### src/hdl/nsc_params.svh
// Constants for the flash target sideband control block
// How it works
// - One data bus width, eight or sixteen bits, shared by every target.
// - With a double-rate interface enabled only eight-bit width is used.
// - Sixteen-bit bus: data uses full width, command and address low byte.
// - Command cycles ignore the upper data byte entirely.
// - Ready/busy line valid within 10 us plain, 250 us managed.
// - Ready/busy reports ready within 1 ms plain, 2 ms managed.
// - Ready/busy is open drain, only pulled low for busy.
// - Ready/busy equals AND of all LUN idle flags of the target.
// - Write-protect low refuses every program and erase operation.
// - Write-protect changes asynchronous to the interface clock are accepted.
// - Each target stays in low-power start-up until reset command FFh.
// - Each shared ready/busy line reads busy if either target is busy.
`ifndef NSC_PARAMS_SVH
`define NSC_PARAMS_SVH

// ----------------------------------------------------------------------
// Register map
// ----------------------------------------------------------------------
`define NSC_REG_CTRL      12'h000
`define NSC_REG_STATUS    12'h004
`define NSC_REG_ERROR     12'h008
`define NSC_REG_LASTCMD   12'h00c
`define NSC_REG_STARTUP   12'h010

`define NSC_CTRL_WIDE     0
`define NSC_CTRL_DDR      1
`define NSC_CTRL_DDR2     2
`define NSC_CTRL_RESET    3'h0

`define NSC_ERR_ADDR_HI   0
`define NSC_ERR_PROT      1
`define NSC_ERR_SETTLE    2
`define NSC_ERR_WP_BUSY   3
`define NSC_ERR_W         4

// ----------------------------------------------------------------------
// Opcodes
// ----------------------------------------------------------------------
`define NSC_OP_RESET      8'hff
`define NSC_OP_PROG_GO    8'h10
`define NSC_OP_ERASE_GO   8'hd0

// ----------------------------------------------------------------------
// Timing, in printed units, and clock rate
// ----------------------------------------------------------------------
`define NSC_CLK_MHZ           25
`define NSC_VALID_US_PLAIN    10
`define NSC_VALID_US_MANAGED  250
`define NSC_READY_MS_PLAIN    1
`define NSC_READY_MS_MANAGED  2
`define NSC_SETTLE_NS         100

`endif

### src/hdl/nsc_pkg.sv
// Types shared by the flash target sideband control block
package nsc_pkg;

    typedef enum logic [2:0] {
        NSC_PO_WAIT = 3'b001,
        NSC_PO_BUSY = 3'b010,
        NSC_PO_DONE = 3'b100
    } nsc_po_e;

    typedef logic [7:0] nsc_byte_t;

endpackage

### src/hdl/nsc_wp_sync.sv
// Write-protect synchroniser with change pulse
`timescale 1ns/1ps
`default_nettype none
module nsc_wp_sync
    import nsc_pkg::*;
(
    input  wire logic core_clk,
    input  wire logic reset,
    input  wire logic wp_async_n,
    output logic      wp_n,
    output logic      wp_change
);

    logic meta;
    logic wp_d;

    // Two stages; the first one feeds nothing but the second.
    // Reset to the pin's idle level, so release shows no false change
    always_ff @(posedge core_clk) begin
        if (reset) begin
            meta <= 1'b1;
            wp_n <= 1'b1;
        end else begin
            meta <= wp_async_n;
            wp_n <= meta;
        end
    end

    always_ff @(posedge core_clk) begin
        if (reset) begin
            wp_d      <= 1'b1;
            wp_change <= 1'b0;
        end else begin
            wp_d      <= wp_n;
            wp_change <= wp_d ^ wp_n;
        end
    end

endmodule
`default_nettype wire

### src/hdl/nsc_top.sv
// Sideband control of a flash target: bus width, ready/busy, protect, start-up
//
// Implementation choices: the APB slave port and the address map.
`timescale 1ns/1ps
`default_nettype none
`include "nsc_params.svh"
module nsc_top
    import nsc_pkg::*;
#(
    parameter int TARGETS    = 8,
    parameter int LUNS       = 2,
    parameter bit MANAGED    = 1'b0,
    parameter int VALID_CYC  = (MANAGED ? `NSC_VALID_US_MANAGED
                                        : `NSC_VALID_US_PLAIN) * `NSC_CLK_MHZ,
    parameter int READY_CYC  = (MANAGED ? `NSC_READY_MS_MANAGED
                                        : `NSC_READY_MS_PLAIN)
                               * 1000 * `NSC_CLK_MHZ,
    parameter int SETTLE_CYC = (`NSC_SETTLE_NS * `NSC_CLK_MHZ + 999) / 1000
)(
    input  wire logic                    core_clk,
    input  wire logic                    reset,
    // APB slave
    input  wire logic                    psel,
    input  wire logic                    penable,
    input  wire logic                    pwrite,
    input  wire logic [11:0]             paddr,
    input  wire logic [31:0]             pwdata,
    output logic      [31:0]             prdata,
    output logic                         pready,
    output logic                         pslverr,
    // Host bus cycles
    input  wire logic [TARGETS-1:0]      select_line_n,
    input  wire logic                    cmd_latch,
    input  wire logic                    addr_latch,
    input  wire logic                    data_strobe,
    input  wire logic [15:0]             bus_in,
    input  wire logic                    wp_in_n,
    // Array side
    input  wire logic [TARGETS*LUNS-1:0] lun_idle_flag,
    output logic                         cmd_valid,
    output logic      [7:0]              cmd_code,
    output logic      [TARGETS-1:0]      cmd_targets,
    output logic                         addr_valid,
    output logic      [7:0]              addr_byte,
    output logic                         data_valid,
    output logic      [15:0]             data_word,
    output logic                         prog_go,
    output logic                         erase_go,
    output logic      [TARGETS-1:0]      startup_current_limit,
    // Shared open-drain ready/busy lines
    output logic      [TARGETS/2-1:0]    shared_idle_line,
    output logic      [TARGETS/2-1:0]    shared_idle_line_oe_n
);

    localparam int LINES = TARGETS / 2;
    localparam int PO_W  = $clog2(READY_CYC + 1);
    localparam int ST_W  = $clog2(SETTLE_CYC + 1);

    // ------------------------------------------------------------------
    // Helpers
    // ------------------------------------------------------------------
    function automatic logic target_idle(input logic [TARGETS*LUNS-1:0] f,
                                         input int t);
        logic r;
        r = 1'b1;
        for (int l = 0; l < LUNS; l++) begin
            r = r & f[t*LUNS+l];
        end
        return r;
    endfunction

    function automatic logic all_idle(input logic [TARGETS*LUNS-1:0] f);
        return &f;
    endfunction

    // ------------------------------------------------------------------
    // Write-protect synchroniser
    // ------------------------------------------------------------------
    logic wp_n;
    logic wp_change;

    nsc_wp_sync u_wp_sync (
        .core_clk   (core_clk),
        .reset      (reset),
        .wp_async_n (wp_in_n),
        .wp_n       (wp_n),
        .wp_change  (wp_change)
    );

    // ------------------------------------------------------------------
    // Configuration and width selection
    // ------------------------------------------------------------------
    logic [2:0] ctrl;
    logic       wide;
    logic       apb_wr;
    logic       apb_rd;
    logic       access;

    assign access = psel && penable && !pready;
    // Writes land on the edge that completes the transfer
    assign apb_wr = psel && penable && pready && pwrite;
    assign apb_rd = access && !pwrite;

    always_ff @(posedge core_clk) begin
        if (reset) begin
            ctrl <= `NSC_CTRL_RESET;
        end else if (apb_wr && paddr == `NSC_REG_CTRL) begin
            ctrl <= pwdata[2:0];
        end
    end

    // One width for all targets; double-rate modes force eight bits
    always_ff @(posedge core_clk) begin
        if (reset) begin
            wide <= 1'b0;
        end else begin
            wide <= ctrl[`NSC_CTRL_WIDE] && !ctrl[`NSC_CTRL_DDR]
                    && !ctrl[`NSC_CTRL_DDR2];
        end
    end

    // ------------------------------------------------------------------
    // Command, address and data cycles
    // ------------------------------------------------------------------
    logic [TARGETS-1:0] selected;
    assign selected = ~select_line_n;

    always_ff @(posedge core_clk) begin
        if (reset) begin
            cmd_valid   <= 1'b0;
            cmd_code    <= 8'h00;
            cmd_targets <= '0;
        end else begin
            cmd_valid <= cmd_latch && (|selected);
            if (cmd_latch) begin
                cmd_code    <= bus_in[7:0];
                cmd_targets <= selected;
            end
        end
    end

    always_ff @(posedge core_clk) begin
        if (reset) begin
            addr_valid <= 1'b0;
            addr_byte  <= 8'h00;
        end else begin
            addr_valid <= addr_latch && (|selected);
            if (addr_latch) begin
                addr_byte <= bus_in[7:0];
            end
        end
    end

    always_ff @(posedge core_clk) begin
        if (reset) begin
            data_valid <= 1'b0;
            data_word  <= 16'h0000;
        end else begin
            data_valid <= data_strobe && (|selected);
            if (data_strobe) begin
                data_word <= wide ? bus_in
                                  : {8'h00, bus_in[7:0]};
            end
        end
    end

    // ------------------------------------------------------------------
    // Program and erase gating by write-protect
    // ------------------------------------------------------------------
    logic is_prog;
    logic is_erase;
    logic cmd_take;

    assign cmd_take = cmd_latch && (|selected);
    assign is_prog  = cmd_take && bus_in[7:0] == `NSC_OP_PROG_GO;
    assign is_erase = cmd_take && bus_in[7:0] == `NSC_OP_ERASE_GO;

    // Protect level is the synchronised one, read at the moment of start
    always_ff @(posedge core_clk) begin
        if (reset) begin
            prog_go  <= 1'b0;
            erase_go <= 1'b0;
        end else begin
            prog_go  <= is_prog && wp_n;
            erase_go <= is_erase && wp_n;
        end
    end

    // ------------------------------------------------------------------
    // Low-power start-up per target
    // ------------------------------------------------------------------
    always_ff @(posedge core_clk) begin
        if (reset) begin
            startup_current_limit <= '1;
        end else if (cmd_take && bus_in[7:0] == `NSC_OP_RESET) begin
            startup_current_limit <= startup_current_limit & ~selected;
        end
    end

    // ------------------------------------------------------------------
    // Power-on sequencing of ready/busy
    // ------------------------------------------------------------------
    nsc_po_e         po_state;
    logic [PO_W-1:0] po_count;

    always_ff @(posedge core_clk) begin
        if (reset) begin
            po_count <= '0;
        end else if (po_state != NSC_PO_DONE) begin
            po_count <= po_count + PO_W'(1);
        end
    end

    // Line released until valid, then held busy until the ready limit
    always_ff @(posedge core_clk) begin
        if (reset) begin
            po_state <= NSC_PO_WAIT;
        end else begin
            case (po_state)
                NSC_PO_WAIT: begin
                    if (po_count >= PO_W'(VALID_CYC - 2)) begin
                        po_state <= NSC_PO_BUSY;
                    end
                end
                NSC_PO_BUSY: begin
                    if (po_count >= PO_W'(READY_CYC - 2)) begin
                        po_state <= NSC_PO_DONE;
                    end
                end
                NSC_PO_DONE: begin
                    po_state <= NSC_PO_DONE;
                end
                default: begin
                    po_state <= NSC_PO_WAIT;
                end
            endcase
        end
    end

    // Value bit is constant low; only the enable moves, so the pin never
    // drives a high level against the pull-up
    always_ff @(posedge core_clk) begin
        if (reset) begin
            shared_idle_line      <= '0;
            shared_idle_line_oe_n <= '1;
        end else begin
            shared_idle_line <= '0;
            for (int j = 0; j < LINES; j++) begin
                case (po_state)
                    NSC_PO_WAIT: shared_idle_line_oe_n[j] <= 1'b1;
                    NSC_PO_BUSY: shared_idle_line_oe_n[j] <= 1'b0;
                    default: shared_idle_line_oe_n[j] <=
                        target_idle(lun_idle_flag, j)
                        && target_idle(lun_idle_flag, j + LINES);
                endcase
            end
        end
    end

    // ------------------------------------------------------------------
    // Host-side checks on address cycles, protect and protect changes
    // ------------------------------------------------------------------
    logic [ST_W-1:0] settle;

    always_ff @(posedge core_clk) begin
        if (reset) begin
            settle <= '0;
        end else if (wp_change) begin
            settle <= ST_W'(SETTLE_CYC);
        end else if (settle != '0) begin
            settle <= settle - ST_W'(1);
        end
    end

    logic [`NSC_ERR_W-1:0] err;
    logic [`NSC_ERR_W-1:0] err_set;
    logic [`NSC_ERR_W-1:0] err_clr;

    always_comb begin
        err_set = '0;
        err_set[`NSC_ERR_ADDR_HI] = addr_latch && wide
                                    && bus_in[15:8] != 8'h00;
        err_set[`NSC_ERR_PROT]    = (is_prog || is_erase) && !wp_n;
        err_set[`NSC_ERR_SETTLE]  = cmd_take && settle != '0;
        err_set[`NSC_ERR_WP_BUSY] = wp_change
                                    && !all_idle(lun_idle_flag);
    end

    assign err_clr = (apb_wr && paddr == `NSC_REG_ERROR)
                     ? pwdata[`NSC_ERR_W-1:0] : '0;

    // A new event in the clearing cycle survives
    always_ff @(posedge core_clk) begin
        if (reset) begin
            err <= '0;
        end else begin
            err <= (err & ~err_clr) | err_set;
        end
    end

    // ------------------------------------------------------------------
    // APB read path and answer
    // ------------------------------------------------------------------
    logic [31:0] rd_mux;
    logic        rd_bad;

    always_comb begin
        rd_mux = 32'h0000_0000;
        rd_bad = 1'b0;
        if (paddr == `NSC_REG_CTRL) begin
            rd_mux = {29'h0, ctrl};
        end else if (paddr == `NSC_REG_STATUS) begin
            rd_mux = {25'h0, wide, wp_n, settle != '0,
                      all_idle(lun_idle_flag), po_state};
        end else if (paddr == `NSC_REG_ERROR) begin
            rd_mux = {{(32-`NSC_ERR_W){1'b0}}, err};
        end else if (paddr == `NSC_REG_LASTCMD) begin
            rd_mux = {24'h0, cmd_code};
        end else if (paddr == `NSC_REG_STARTUP) begin
            rd_mux = 32'(startup_current_limit);
        end else begin
            rd_bad = 1'b1;
        end
    end

    // One wait state: pready rises the cycle after the access phase opens
    always_ff @(posedge core_clk) begin
        if (reset) begin
            pready  <= 1'b0;
            pslverr <= 1'b0;
            prdata  <= 32'h0000_0000;
        end else begin
            pready  <= access;
            pslverr <= access && rd_bad;
            if (apb_rd && !rd_bad) begin
                prdata <= rd_mux;
            end else if (access) begin
                prdata <= 32'h0000_0000;
            end
        end
    end

endmodule
`default_nettype wire

### config.mk
export PLATFORM = sky130hd
export DESIGN_NAME = nsc_top
export DESIGN_NICKNAME = d
export VERILOG_FILES = /design/src/hdl/nsc_pkg.sv /design/src/hdl/nsc_wp_sync.sv /design/src/hdl/nsc_top.sv
export VERILOG_INCLUDE_DIRS = /design/src /design/src/hdl
export SDC_FILE = /design/constraint.sdc
export NUM_CORES = 1
export LEC_CHECK = 0
export ABC_CLOCK_PERIOD_IN_PS = 2500
export BUFFER_PORTS_ARGS = -buffer_cell sky130_fd_sc_hd__buf_2
export CAP_MARGIN = 20
export CORE_MARGIN = 4
export CORE_UTILIZATION = 45
export CTS_CLUSTER_DIAMETER = 30
export CTS_CLUSTER_SIZE = 40
export DETAILED_ROUTE_END_ITERATION = 7
export GPL_TIMING_DRIVEN = 0
export PLACE_DENSITY_LB_ADDON = 0.3
export SYNTH_ARGS = -nofsm -noshare
export SYNTH_HDL_FRONTEND = slang
export SYNTH_SLANG_ARGS = --single-unit
### constraint.sdc
create_clock -name core_clk -period 2.5 [get_ports core_clk]
set_input_delay 0.375 -clock core_clk [delete_from_list [all_inputs] [get_ports core_clk]]
set_output_delay 0.375 -clock core_clk [all_outputs]
set_load 0.01 [all_outputs]
==> flow_summary.ini <==
[cells_and_area]
postLayoutCellArea_sq_um = 5540
drive_gt1_share_pct = 27.1
diodes = 0
area_growth_pct = 24.7
multi_input_area_sq_um = 2170
fillers = 878
nets = 778
ff_latch_area_sq_um = 1980

[setup_path]
crit_top_cell = or3_1
rr_worst_depth = 4
ff2ff_setup_slack_ns = 0.70
max_stage_delay_ns = 0.53
worstPathArrival_ns = 2.19
critPathKind = in2reg
crit_required_ns = 2.75
rr_endpoint = po_count[13]$_SDFFE_PP0P_
startpoint_type = primary input
end_kind = register
r2r-start = po_count[3]$_SDFFE_PP0P_
worstPathCellList = buf_2 -> or4_4 -> or3_1 -> buf_6 -> or3_1 -> a32o_1
crit_fanout = 7
cp_slowest_cell = or4_4

[synthesis]
synth_warnings = 0
ys_seq_elements = 99
yosysTopAreaCellShare_pct = 44.6
synthMostInstantiatedCell = dfxtp_1
synth.area.top_cells = dfxtp_1 (45%), mux2i_1 (7.2%), nor2_1 (5.7%), buf_4 (4.7%), nand2_1 (4.1%)
yosysUniqueCellTypes = 48
synth_edf_count = 0
synthCells = 517
synthFlopType = dfxtp_1
synthTopCellsByCount = dfxtp_1 (99), nor2_1 (68), nand2_1 (49), mux2i_1 (32), buf_4 (28)
synth_area_leader_cell = dfxtp_1
async_flop_share_pct = 0
ys_seq_area_share_pct = 44.6
syn_area_sq_um = 4440
synth_area_per_cell_sq_um = 8.59

[die]
io_pins = 188
die_w_um = 107
die_area_sq_um = 11500
row_count = 35
design.core.area_sq_um = 9420
die_h_um = 107
start_util_pct = 47.2

[drt]
antenna_left = 0
vias_per_cell = 5.04
drcViolationCount = 0
via_count = 4111
first_pass_iters = 4
wl_per_cell_um = 14.2
drt_iter0_drc = 225
routed_wl_um = 11500

[placement]
placed_area_sq_um = 5340
portBuffers = 127
place_hpwl_um = 8970
place_congestion = 0.860
place_ws_ns = 0.194

[clock_tree]
cts_resized = 0
cts-root-buf = clkbuf_8
clock_latency_ns = 0.36
path_clk_slew_ns = 0.09
cts_tree = built
hold_buffers = 0
htreeDepth = 3
post_cts_buffers = 0
clock_path_buffers = 2
cts_buffers = 9
clock-sinks = 99

[grt]
grt_pass1_wl_um = 18000
antenna_found_initial = 0
grt_pass1_vias = 3778
grt_max_degree = 16
grt_overflow = 0
grtUsageTotal_pct = 19.3

[timing]
period_share_pct = 77.6
tns_ns = 0
rsz0062_at_grt = false
worstMarginPinSlew_ns = 0.731
whs_ns = 0.206
max_freq_ghz = 0.516
drv_slew = 0
relSlewSlack_pct = 51.2
timing.final.ws_setup_ns = 0.561
finalSetupViolCount = 0
finalHoldViolCount = 0
fin_crit_ns = 1.94
fin_worst_skew_ns = 0.0106

[worst_hold_path]
hp-class = in2reg
min_from = wp_in_n
hold_path_depth = 2
holdPathEnd = u_wp_sync.meta$_SDFF_PP1_

[pwr]
power_density_nw_per_um2 = 584
leakagePower_nw = 2.51
finalPower_mw = 3.23
ir_drop_uv = 312

[job]
drv_cap = 0

[run_status]
status = complete, no violations
==> cell families (layout without fill, tap and decap cells) <==
kind of cell | Yosys count | count (layout) | share of synthesized area (%)
other | 1 | 28 | 0.0844
muxes | 35 | 35 | 7.97
xor gates and xnor gates | 12 | 12 | 2.37
DFF | 99 | 99 | 44.6
and+or+nand+nor | 207 | 207 | 23.3
buffers and inverters | 74 | 216 | 8.79
adders and majority gates | 3 | 3 | 0.845
AOI/OAI and AO/OA | 86 | 86 | 12.0
==> metrics by stage <==
stage	instances	util [%]
floorplan	544	-
global placement	800	56.7
detailed placement	800	56.7
CTS	815	58.8
global route	815	58.8
finish	815	58.8
==> per-layer routing <==
layer	wire length, um	global-route usage [%]
met1	5000	24.5
met4	57	3.88
met3	984	5.28
met5	0	0
met2	5500	33.0
==> power by group <==
part / internal (mW) / total (mW) / leakage (nW) / switching, mW
Combinational: 0.233 / 0.536 / 1.60 / 0.302
Sequential: 1.66 / 1.70 / 0.808 / 0.0459
Clock: 0.472 / 0.995 / 0.102 / 0.523
==> cell type report <==
| class | count | area share (%) |
|---|---|---|
| tap | 129 | 2.92 |
| sequential | 99 | 35.8 |
| multi-input combinational | 371 | 39.2 |
| clock buffer | 13 | 3.23 |
| inverter | 17 | 1.15 |
| clock inverter | 2 | 0.316 |
| timing repair buffer | 127 | 11.5 |
| buffer | 57 | 5.90 |
==> worst max-delay path by stage <==
stage | cells past startpoint | slack, ns | to | startpoint
4_1_cts | 6 | 0.57 | err[2]$_SDFF_PP0_ | paddr[10]
3_3_place_gp | 6 | 0.20 | err[2]$_SDFF_PP0_ | paddr[10]
3_5_place_dp | 6 | 0.19 | err[2]$_SDFF_PP0_ | paddr[10]
2_1_floorplan | 5 | 0.40 | err[2]$_SDFF_PP0_ | paddr[10]
5_1_grt | 6 | 0.52 | prdata[4]$_SDFFE_PP0P_ | paddr[10]
6_report | 6 | 0.56 | err[2]$_SDFF_PP0_ | paddr[10]
==> critical path, delay by kind of cell <==
kind | cells | cell delay, ns
AND/OR/NAND/NOR | 3 | 1.31
buffers and inverters | 2 | 0.25
AO/OA/AOI/OAI | 1 | 0.27
==> registers in the layout (all words and copies together) (netlist names), 4 cells and up <==
name and count:
data_word 16, po_count 15, addr_byte 8, cmd_code 8, cmd_targets 8, prdata 8
startup_current_limit 8, err 4, shared_idle_line_oe_n 4
==> layout by cell type (no fill, tap or decap), types with 3 or more instances in the layout <==
master    instances
mux2i_1          32
a21oi_1          23
or2_2             7
a211oi_1          9
buf_1             7
and2_1            5
o211ai_1          4
nor2b_1          16
dfxtp_1          99
nand2_1          49
mux2_2            3
a22o_1            3
nand4_1          11
o311ai_0          3
nor3_1            4
ha_1              3
xor2_1            5
xnor2_1           7
clkbuf_8         13
nor2_1           68
nand3b_1          3
nand3_1          10
o21ai_0          26
o31ai_1           3
nor4_1            9
or3_1             5
nand2b_1          4
buf_4            28
and3_1            3
buf_2           127
o21ai_1           4
o41ai_1           4
conb_1           28
clkbuf_1         21
inv_1            17
(Power assumes the default switching activity.)
